[src/hdl/scp_pkg.sv]
// Package for the system clock prescaler and PLL control block.
// Assumes one 25 MHz master clock and an AXI4-Lite register bus.
package scp_pkg;
  // Bus geometry.
  localparam int          ADDR_W      = 4;
  localparam int          DATA_W      = 32;
  localparam logic [3:0]  OFF_PRESC   = 4'h0;
  localparam logic [3:0]  OFF_PLL     = 4'h4;
  localparam logic [1:0]  RESP_OKAY   = 2'h0;
  localparam logic [1:0]  RESP_SLVERR = 2'h2;
  // Prescale register layout and reset values.
  localparam int          UNLOCK_BIT  = 7;
  localparam int          SEL_W       = 4;
  localparam logic [7:0]  UNLOCK_KEY  = 8'h80;
  localparam logic [3:0]  SEL_RST_OFF = 4'h0;
  localparam logic [3:0]  SEL_RST_DIV8 = 4'h3;
  localparam logic [3:0]  SEL_MAX     = 4'h8;
  localparam logic [2:0]  UNLOCK_CYC  = 3'h4;
  // PLL register layout.
  localparam int          PLL_EN_BIT  = 1;
  localparam int          PLL_LK_BIT  = 0;
  localparam int          PDIV_LSB    = 2;
  localparam int          PDIV_W      = 3;
  localparam logic [2:0]  PDIV_BY4    = 3'h3;
  localparam logic [2:0]  PDIV_BY8A   = 3'h5;
  localparam logic [2:0]  PDIV_BY8B   = 3'h6;
  localparam logic [3:0]  PFAC_4      = 4'h4;
  localparam logic [3:0]  PFAC_8      = 4'h8;
  localparam logic [4:0]  PLL_MULT    = 5'h18;
  // Timing.
  localparam int          CLK_HZ      = 25_000_000;
  localparam int          LOCK_MS     = 100;
  localparam int          LOCK_CYC    = LOCK_MS * (CLK_HZ / 1000);
endpackage : scp_pkg

[src/hdl/scp_top.sv]
// System clock prescaler with timed unlock, clock output pin and USB PLL
// control, reached over AXI4-Lite.
// Assumes fuse and source-select levels are static pins from outside the
// aclk domain; divided clocks leave as one-cycle enable pulses.
//
// The AXI4-Lite slave port and the placing of the registers were left to the implementer.
`timescale 1ns/1ps

// Notes on behaviour
// - Clock-drive fuse puts system clock on pin.
// - Pin keeps clocking in reset, overrides GPIO.
// - Pin carries the divided system clock.
// - One factor divides all four clock domains.
// - Divider switches without glitches.
// - No period shorter than old or new.
// - New rate within T1+T2 to T1+2T2; divider here switches at the next tick, within T1.
// - Unlock sets only on exact key write.
// - Select written only inside unlock window.
// - Unlock clears after four cycles or select write.
// - Rewriting unlock neither restarts nor clears.
// - Select resets to 0000, or 0011 with fuse.
// - Any select value accepted regardless of fuse.
// - Select code n divides by two to n.
// - PLL multiplies 2 MHz reference by 24.
// - Input divider codes give four or eight.
// - PLL enable bit starts the PLL.
// - Lock flag sets about 100 ms after enable.
// - Lock clears when enable and divider cleared.
// - Parts ship with divide-by-eight fuse programmed.
module scp_top #(
  parameter int LOCK_CYCLES = scp_pkg::LOCK_CYC
) (
  input  wire logic                       aclk,
  input  wire logic                       aresetn,
  input  wire logic [scp_pkg::ADDR_W-1:0] s_axi_awaddr,
  input  wire logic [2:0]                 s_axi_awprot,
  input  wire logic                       s_axi_awvalid,
  output logic                            s_axi_awready,
  input  wire logic [scp_pkg::DATA_W-1:0] s_axi_wdata,
  input  wire logic [3:0]                 s_axi_wstrb,
  input  wire logic                       s_axi_wvalid,
  output logic                            s_axi_wready,
  output logic [1:0]                      s_axi_bresp,
  output logic                            s_axi_bvalid,
  input  wire logic                       s_axi_bready,
  input  wire logic [scp_pkg::ADDR_W-1:0] s_axi_araddr,
  input  wire logic [2:0]                 s_axi_arprot,
  input  wire logic                       s_axi_arvalid,
  output logic                            s_axi_arready,
  output logic [scp_pkg::DATA_W-1:0]      s_axi_rdata,
  output logic [1:0]                      s_axi_rresp,
  output logic                            s_axi_rvalid,
  input  wire logic                       s_axi_rready,
  input  wire logic                       divide_by_eight_fuse,
  input  wire logic                       clock_drive_fuse,
  input  wire logic                       rc_source_selected,
  output logic                            core_clock_en,
  output logic                            io_domain_clock_en,
  output logic                            converter_clock_en,
  output logic                            program_memory_clock_en,
  output logic                            sysclk_out_pin_o,
  output logic                            sysclk_out_pin_oe,
  output logic                            pll_run,
  output logic [3:0]                      pll_ref_factor,
  output logic [4:0]                      pll_mult_factor,
  output logic                            pll_locked_flag
);
  import scp_pkg::*;

  localparam int LCW = $clog2(LOCK_CYCLES + 1);

  // Refuse a lock time the counter cannot represent.
  if (LOCK_CYCLES < 1) begin : g_chk
    $error("LOCK_CYCLES must be at least one");
  end

  // Division limit for a select code; reserved codes act as 256.
  function automatic logic [7:0] div_limit(input logic [3:0] code);
    logic [8:0] f;
    f = 9'h001 << ((code > SEL_MAX) ? SEL_MAX : code);
    return 8'(f - 9'h001);
  endfunction : div_limit

  // PLL reference division factor, zero for reserved codes.
  function automatic logic [3:0] pdiv_factor(input logic [2:0] code);
    logic [3:0] f;
    f = 4'h0;
    if (code == PDIV_BY4) begin
      f = PFAC_4;
    end else if (code == PDIV_BY8A || code == PDIV_BY8B) begin
      f = PFAC_8;
    end
    return f;
  endfunction : pdiv_factor

  // Two-flop synchronisers for the static pins.
  logic [2:0] pin_m;
  logic [2:0] pin_s;
  always_ff @(posedge aclk) begin
    pin_m <= {rc_source_selected, clock_drive_fuse, divide_by_eight_fuse};
    pin_s <= pin_m;
  end

  logic       fuse_div8;
  logic       fuse_drive;
  logic       rc_sel;
  assign fuse_div8  = pin_s[0];
  assign fuse_drive = pin_s[1];
  assign rc_sel     = pin_s[2];

  // Register state.
  logic [3:0] sel_r;
  logic       unlock;
  logic [2:0] tmr;
  logic       pend;
  logic [3:0] div_sel;
  logic [7:0] cnt;
  logic       tick;
  logic       clk_tgl;
  logic       rst_q;
  logic       pll_enable;
  logic [2:0] pll_input_divider;
  logic [LCW-1:0] lock_cnt;

  // AXI write channel holding registers.
  logic [ADDR_W-1:0] aw_addr;
  logic              aw_full;
  logic [7:0]        w_data;
  logic              w_lane0;
  logic              w_full;
  logic              wr_go;
  logic              wr_presc;
  logic              wr_pll;
  logic              wr_bad;

  assign s_axi_awready = !aw_full && !s_axi_bvalid;
  assign s_axi_wready  = !w_full && !s_axi_bvalid;
  assign wr_go         = aw_full && w_full && !s_axi_bvalid;

  // Address decode of the held write.
  always_comb begin
    wr_presc = 1'b0;
    wr_pll   = 1'b0;
    wr_bad   = 1'b0;
    if (aw_addr == OFF_PRESC) begin
      wr_presc = wr_go && w_lane0;
    end else if (aw_addr == OFF_PLL) begin
      wr_pll = wr_go && w_lane0;
    end else begin
      wr_bad = 1'b1;
    end
  end

  // Address and data are taken in either order and held until used.
  always_ff @(posedge aclk) begin
    if (!aresetn) begin
      aw_full <= 1'b0;
      w_full  <= 1'b0;
      aw_addr <= '0;
      w_data  <= 8'h00;
      w_lane0 <= 1'b0;
    end else begin
      if (s_axi_awvalid && s_axi_awready) begin
        aw_full <= 1'b1;
        aw_addr <= s_axi_awaddr;
      end else if (wr_go) begin
        aw_full <= 1'b0;
      end
      if (s_axi_wvalid && s_axi_wready) begin
        w_full  <= 1'b1;
        w_data  <= s_axi_wdata[7:0];
        w_lane0 <= s_axi_wstrb[0];
      end else if (wr_go) begin
        w_full <= 1'b0;
      end
    end
  end

  // Write response, one cycle after both halves are held.
  always_ff @(posedge aclk) begin
    if (!aresetn) begin
      s_axi_bvalid <= 1'b0;
      s_axi_bresp  <= RESP_OKAY;
    end else if (wr_go) begin
      s_axi_bvalid <= 1'b1;
      s_axi_bresp  <= wr_bad ? RESP_SLVERR : RESP_OKAY;
    end else if (s_axi_bready) begin
      s_axi_bvalid <= 1'b0;
    end
  end

  // Unlock bit and its four-cycle timeout counted on core clock ticks.
  always_ff @(posedge aclk) begin
    if (!aresetn) begin
      unlock <= 1'b0;
      tmr    <= 3'h0;
    end else if (wr_presc && !unlock && w_data == UNLOCK_KEY) begin
      unlock <= 1'b1;
      tmr    <= 3'h0;
    end else if (wr_presc && unlock && !w_data[UNLOCK_BIT]) begin
      unlock <= 1'b0;
    end else if (unlock && tick) begin
      tmr <= tmr + 3'h1;
      if (tmr + 3'h1 == UNLOCK_CYC) begin
        unlock <= 1'b0;
      end
    end
  end

  // Select bits: fuse value at reset, written only while unlocked.
  always_ff @(posedge aclk) begin
    if (!aresetn) begin
      sel_r <= fuse_div8 ? SEL_RST_DIV8 : SEL_RST_OFF;
    end else if (wr_presc && unlock && !w_data[UNLOCK_BIT]) begin
      sel_r <= w_data[SEL_W-1:0];
    end
  end

  // A new select waits for the end of the running period, so the
  // current period is never cut short and the next one is whole.
  always_ff @(posedge aclk) begin
    if (!aresetn) begin
      pend <= 1'b1;
    end else if (wr_presc && unlock && !w_data[UNLOCK_BIT]) begin
      pend <= 1'b1;
    end else if (tick) begin
      pend <= 1'b0;
    end
  end

  // Counting divider on the master clock. It runs at factor one through
  // reset after seeding itself on the first reset cycle; the reset select
  // loads at the first tick after release, as pend is set in reset, so an
  // unsettled fuse sample never reaches the divider.
  always_ff @(posedge aclk) begin
    rst_q <= aresetn;
    if (!aresetn && !rst_q) begin
      if (tick) begin
        cnt     <= 8'h00;
        clk_tgl <= !clk_tgl;
      end else begin
        cnt <= cnt + 8'h01;
      end
    end else if (!aresetn) begin
      cnt     <= 8'h00;
      div_sel <= SEL_RST_OFF;
      clk_tgl <= 1'b0;
    end else if (tick) begin
      cnt     <= 8'h00;
      clk_tgl <= !clk_tgl;
      if (pend) begin
        div_sel <= sel_r;
      end
    end else begin
      cnt <= cnt + 8'h01;
    end
  end

  assign tick = (cnt >= div_limit(div_sel));

  // One enable serves every synchronous domain.
  assign core_clock_en           = tick;
  assign io_domain_clock_en      = tick;
  assign converter_clock_en      = tick;
  assign program_memory_clock_en = tick;

  // Divided clock on the pin, driven even in reset when the fuse is set.
  assign sysclk_out_pin_o  = clk_tgl && fuse_drive;
  assign sysclk_out_pin_oe = fuse_drive;

  // PLL control bits; reserved bits and the lock flag ignore writes.
  always_ff @(posedge aclk) begin
    if (!aresetn) begin
      pll_enable        <= 1'b0;
      pll_input_divider <= 3'h0;
    end else if (wr_pll) begin
      pll_enable        <= w_data[PLL_EN_BIT];
      pll_input_divider <= w_data[PDIV_LSB +: PDIV_W];
    end
  end

  // The PLL runs only from the crystal or external clock.
  assign pll_run         = pll_enable && !rc_sel;
  assign pll_ref_factor  = pdiv_factor(pll_input_divider);
  assign pll_mult_factor = PLL_MULT;

  // Lock timer; the flag stays until enable and divider are both clear.
  always_ff @(posedge aclk) begin
    if (!aresetn) begin
      lock_cnt        <= '0;
      pll_locked_flag <= 1'b0;
    end else if (!pll_enable && pll_input_divider == 3'h0) begin
      lock_cnt        <= '0;
      pll_locked_flag <= 1'b0;
    end else if (pll_run && !pll_locked_flag) begin
      if (lock_cnt == LCW'(LOCK_CYCLES - 1)) begin
        pll_locked_flag <= 1'b1;
      end
      lock_cnt <= lock_cnt + LCW'(1);
    end
  end

  // Read channel, data one cycle after the address is taken.
  assign s_axi_arready = !s_axi_rvalid;
  always_ff @(posedge aclk) begin
    if (!aresetn) begin
      s_axi_rvalid <= 1'b0;
      s_axi_rdata  <= '0;
      s_axi_rresp  <= RESP_OKAY;
    end else if (s_axi_arvalid && s_axi_arready) begin
      s_axi_rvalid <= 1'b1;
      s_axi_rresp  <= RESP_OKAY;
      s_axi_rdata  <= '0;
      if (s_axi_araddr == OFF_PRESC) begin
        s_axi_rdata[7:0] <= {unlock, 3'h0, sel_r};
      end else if (s_axi_araddr == OFF_PLL) begin
        s_axi_rdata[7:0] <= {3'h0, pll_input_divider, pll_enable,
                             pll_locked_flag};
      end else begin
        s_axi_rresp <= RESP_SLVERR;
      end
    end else if (s_axi_rready) begin
      s_axi_rvalid <= 1'b0;
    end
  end
endmodule : scp_top

[config.mk]
export PLATFORM = sky130hd
export DESIGN_NAME = scp_top
export DESIGN_NICKNAME = d
export VERILOG_FILES = /design/src/hdl/scp_pkg.sv /design/src/hdl/scp_top.sv
export SDC_FILE = /design/constraint.sdc
export NUM_CORES = 1
export LEC_CHECK = 0
export ABC_CLOCK_PERIOD_IN_PS = 5600
export CAP_MARGIN = 20
export CORE_MARGIN = 2
export CORE_UTILIZATION = 40
export CTS_BUF_LIST = sky130_fd_sc_hd__clkbuf_2 sky130_fd_sc_hd__clkbuf_4 sky130_fd_sc_hd__clkbuf_8
export CTS_CLUSTER_DIAMETER = 40
export DETAILED_ROUTE_END_ITERATION = 16
export DONT_BUFFER_PORTS = 1
export PLACE_DENSITY_LB_ADDON = 0.12
export REMOVE_ABC_BUFFERS = 1
export SYNTH_ARGS = -nofsm -noshare
export SYNTH_HDL_FRONTEND = slang
export SYNTH_SLANG_ARGS = --single-unit
export TNS_END_PERCENT = 10
[constraint.sdc]
create_clock -name aclk -period 5.6 [get_ports aclk]
set_clock_uncertainty 0.15 [all_clocks]
set_input_delay 0.84 -clock aclk [delete_from_list [all_inputs] [get_ports aclk]]
set_output_delay 0.84 -clock aclk [all_outputs]
set_load 0.05 [all_outputs]
After elaboration in Yosys (flattened, before gate mapping)
Cells that the tools add are included.
Cells by class
  div/mod/pow operators: 0
  bitwise gates (word level): 3
  order comparisons: 2
  $mul: 0
  mux-type cells: 35
  shifts and indexed selects: 1
  reduce and logical (&&, ||, !) cells: 47
  add/sub/neg operators: 4
  equal/unequal tests: 11
Operator list (number)
  8-bit 2-to-1 mux: 4
  4-bit 2-to-1 mux: 7
  22-bit by 1-bit adder with 22-bit output, second input constant: 1
  22-bit equality test, second input constant: 1
  1-bit 2-to-1 mux: 19
  1-bit logical AND: 18
  1-bit zero test: 12
  3-bit equality test, second input constant: 3
  8-bit by 1-bit adder with 8-bit output, second input constant: 1
  4-bit by 3-bit equality test with 1-bit output, second input constant: 2
  8-bit equality test, second input constant: 1
  8-bit >= comparator: 1
  4-bit zero test: 2
  2-bit 2-to-1 mux: 4
  2-bit nonzero test: 4
  1-bit by 4-bit << shifter with 8-bit output, first input constant: 1
  8-bit by 1-bit subtractor with 8-bit output, second input constant: 1
  2-bit by 1-bit != test with 1-bit output, second input constant: 3
  2-bit AND reduction: 3
  3-bit nonzero test: 2
  2-bit OR reduction: 3
  5-bit 2-to-1 mux: 1
  4-bit greater-than comparator, second input constant: 1
  3-bit by 1-bit adder with 3-bit output, second input constant: 1
  5 further kinds: 7
Word-level totals
  memory bits (writable): 0
  memories kept: 0
  input bits: 60
  output and inout bits: 58
  latch bits: 0
  register bits after elaboration: 85
  logic and storage cells: 127
  ROM bits: 0

Longest topological paths before layout
  depth after elaboration: 9
  mapped depth: 15

Worst setup path before layout
Ideal clock, no wire load.
  path type: flip-flop to output port
  from: register div_sel[2]
  to: output core_clock_en
  data required time: 4.610 ns
  buffers on the path: 2
  stages on the path, launching flop included: 14
  data arrival time: 2.795 ns
  slack: 1.815 ns
  path through: edfxtp_1 nor2_1 nand3_1 ha_1 nor3_1 a21oi_1 o21a_1 ha_1 and2_1 nand4_1 o211a_1 buf_2 inv_1 buf_4
Between the ends
  cells in the longest elaborated chain, start to end: 5
Ends and longest elaborated chain
  from (decl): RTL line scp_top.sv:116  | logic [3:0] div_sel;
  from (signal assigned): RTL line scp_top.sv:252  | div_sel <= sel_r;
  4-bit greater-than comparator: RTL line scp_top.sv:80  | f = 9'h001 << ((code > SEL_MAX) ? SEL_MAX : code);
  4-bit 2-to-1 mux (*): RTL line scp_top.sv:80
  1-bit by 4-bit << shifter with 8-bit output (*): RTL line scp_top.sv:80
  8-bit by 1-bit subtractor with 8-bit output (*): RTL line scp_top.sv:81  | return 8'(f - 9'h001);
  8-bit >= comparator (*): RTL line scp_top.sv:259  | assign tick = (cnt >= div_limit(div_sel));
  to (decl): RTL line scp_top.sv:57  | output logic core_clock_en,
Mark *: on every way between the ends. The rest lies on a longest branch, timed or not.

Final worst setup path
  from: register div_sel[1]
  to: output program_memory_clock_en
Between the ends
  cells in the longest elaborated chain, start to end: 5
Ends and longest elaborated chain
  4-bit greater-than comparator: RTL line scp_top.sv:80
  4-bit 2-to-1 mux (*): RTL line scp_top.sv:80
  1-bit by 4-bit << shifter with 8-bit output (*): RTL line scp_top.sv:80
  8-bit by 1-bit subtractor with 8-bit output (*): RTL line scp_top.sv:81
  8-bit >= comparator (*): RTL line scp_top.sv:259
  to (decl): RTL line scp_top.sv:60  | output logic program_memory_clock_en,
Marked as above.

==> out/metrics.csv <==
metric,value,unit
status,"complete, no violations",
clock-sinks,81,
p_leak,1.573,nW
synthCells,428,
p_int,0.8343,mW
powerDensity,299.5,nW/um^2
diodes,0,
start_kind,flip-flop,
ys_seq_area_frac,0.4447,
pwr-share-seq,0.546,
wl,7.123,mm
drv_slew,0,
crit-reg2reg-launch,div_sel[1],
synth_top_area_share,0.3819,
sw_frac_of_total,0.2991,
power,1.190,mW
post-cts-setup-buffers,0,
p_switching,0.3560,mW
crit_required,4.61,ns
worstHoldPathCells,0,
worstMarginPinSlew,1.062,ns
synth_flop_cell,dfxtp_1,
placed_cells,537,
die_h,101.8,um
r2r_cells,13,
portBuffers,0,
rrSetupSlack,1.91,ns
reg2reg_to,unlock,
cts_resized,0,
grt_pass1_vias,2419,
crit_buf_inv,1,
antenna_found_initial,0,
layout_min_cycle_time,4.402,ns
dieArea,10360,um^2
setup_violations,0,
hpwlAfterDp,5.080,mm
wl_met2,3.051,mm
grt_pass1_wl,11.71,mm
critPathMostFrequentCell,ha_1,
syn_avg_cell_area,8.940,um^2
instances_no_fill,554,
drtAntennaViolNets,0,
min_path_type,flip-flop to flip-flop,
gp_congestion,0.7994,
whs_endpoint,pin_s[2],
finalInstanceArea,3974,um^2
wl_per_cell,12.86,um
drtPass1Iterations,4,
clk_path_buf_depth,2,
fin_tns_setup,0,ns
synthesis.area,3826,um^2
drv_cap,0,
cts_tree,built,
pwr-share-clk,0.333,
clk_pin_slew_worst_paths,0.08,ns
drc_errors,0,
numCtsBuffers,9,
synthArstFlopShare,0,
max_slew_margin,0.2856,
postCtsHoldBufs,0,
ys_ff_latch,81,
h-tree-depth,3,
crit_fanout,11,
rows,35,
die_x,101.8,um
highest_layer,met4,
max_freq,0.2272,GHz
grt_max_degree,34,
fin_nets,493,
dr_wl_met3,461,um
worstSkewPairLatency,0.35,ns
drive_above_1_share,0.06118,
area_delta_synth_final,3.859,%
grt.overflow.total,0,
ir_drop,0.0001884,V
crit_path_end_kind,output port,
synth.area.top_cells,"dfxtp_1, buf_4, edfxtp_1, xor2_1, nor2_1",
min_from,pin_m[2],
critPathKind,flip-flop to output port,
ys_types,45,
num_io_pins,118,
arrival,3.41,ns
critPathSlowestCell,inv_2,
cp_cell_sequence,nor2_1 > nand2_1 > ha_1 > nor3_1 > a21oi_1 > o21a_1 > ha_1 > and2_1 > nand4_1 > o211a_1 > inv_2,
core_area,9240,um^2
hold_viol,0,
fin_crit_sh,0.7860,
start_util,0.4141,
rsz0062_at_grt,false,
yosysTopAreaCell,dfxtp_1,
vias,2677,
synth_edf_count,8,
wl_met1,3.529,mm
p_comb_frac,0.121,
placement.cell_area,3779,um^2
crit_family,simple AND/OR/NAND/NOR gates,
first_iter_violations,78,
yosys_warnings,0,
cts_root_buffer,clkbuf_8,
slowest_delay,0.74,ns
grt_use_total,0.1438,
vias_per_cell,4.832,
==> kinds of logic after synthesis <==
group	Yosys count	synth area share
xor+xnor	31	0.07096
buf+inv	61	0.09778
fa+ha+maj	13	0.04251
flops	81	0.4447
other cells	2	0.001963
simple gates	183	0.2384
mux	14	0.03662
compound gates	43	0.06704
==> flip-flops by register name, indices dropped and copies added, names as in the netlist, 3 cells and up <==
name and count:
lock_cnt 22, s_axi_rdata 6, div_sel 4, cnt 8, w_data 8, sel_r 4
pll_input_divider 3, tmr 3, pin_m 3, pin_s 3, aw_addr 4
==> per-stage QoR <==
stage	hold WS (ns)	util	setup slack, ns
4_1_cts	0.1858	0.4284	1.177
3_5_place_dp	0.1643	0.4089	1.569
2_1_floorplan	0.1596	-	1.361
3_3_place_gp	0.1595	0.4089	1.667
6_report	0.1817	0.4301	1.198
5_1_grt	0.1890	0.4301	0.9683
==> worst max-delay path by stage <==
stage / from / end / cells after the start
2_1_floorplan: div_sel[2] / converter_clock_en / 11
3_3_place_gp: div_sel[2] / converter_clock_en / 11
3_5_place_dp: div_sel[2] / converter_clock_en / 11
4_1_cts: div_sel[1] / converter_clock_en / 11
5_1_grt: div_sel[2] / program_memory_clock_en / 11
6_report: div_sel[1] / program_memory_clock_en / 11
==> layout make-up <==
class                           count  area, um^2
Clock buffer                       12       152.6
Clock inverter                      4       27.53
Fill cell                         925        5266
Sequential cell                    81        1702
Timing Repair Buffer                2       22.52
Inverter                            7       26.28
Tap cell                          129       161.4
Multi-Input combinational cell    319        1882
==> cells in the mapped netlist (all sizes together), types with 2 or more instances <==
| library cell | instances |
|---|---|
| nand3 | 17 |
| a21oi | 25 |
| xnor2 | 5 |
| mux2i | 14 |
| nor3 | 9 |
| a21o | 2 |
| and3 | 5 |
| or3b | 2 |
| clkbuf | 14 |
| nor2b | 3 |
| o31ai | 2 |
| conb | 2 |
| or4 | 2 |
| o21a | 2 |
| buf | 40 |
| nor4 | 5 |
| ha | 13 |
| nand2 | 43 |
| nand2b | 4 |
| dfxtp | 73 |
| and2 | 13 |
| or3 | 2 |
| edfxtp | 8 |
| inv | 7 |
| nor4b | 5 |
| a31oi | 2 |
| nor2 | 58 |
| xor2 | 26 |
| o21ai | 5 |
| nand4 | 11 |
==> metal layers <==
metal,track usage,vias up
met5,0,-
met3,0.04762,6
met2,0.2176,82
li1,-,1358
met1,0.1923,1231
met4,0.04990,0
==> worst register-to-register path: stages (launching register included) <==
cell	delay [ns]
edfxtp_1	0.46
nor2_1	0.22
nand2_1	0.12
ha_1	0.24
nor3_1	0.15
a21oi_1	0.06
o21a_1	0.19
ha_1	0.27
and2_1	0.18
a221oi_1	0.24
o211a_1	0.37
inv_2	0.45
a31o_2	0.39
a21oi_1	0.13
==> placed cells by master, fill, tap and decap left out, types with 2 or more instances in the layout <==
cell type,netlist,routed
a21oi_1,25,25
a21o_1,2,2
edfxtp_1,8,8
and3_1,5,5
conb_1,2,35
xnor2_1,5,5
clkbuf_4,0,2
nor4_1,4,4
or3_1,2,2
nand3_1,17,17
nor4b_1,5,5
mux2i_1,14,14
clkbuf_8,0,10
and2_1,12,12
ha_1,13,13
o21a_1,2,2
xor2_1,26,26
dfxtp_1,73,73
nand4_1,11,11
nor2_1,56,56
nor3_1,9,9
nand2_1,43,43
a31oi_1,2,2
nand2b_1,4,4
nor2_2,2,2
or4_1,2,2
nor2b_1,3,3
o21ai_0,5,5
inv_1,7,6
==> power by group through the flow <==
stage | combinational, mW | sequential (mW) | clock, mW
floorplan | 0.128 | 0.655 | 0
global placement | 0.141 | 0.664 | 0
detailed placement | 0.144 | 0.665 | 0
CTS | 0.144 | 0.651 | 0.413
global route | 0.162 | 0.656 | 0.435
finish | 0.144 | 0.650 | 0.396
(Power assumes the default switching activity.)
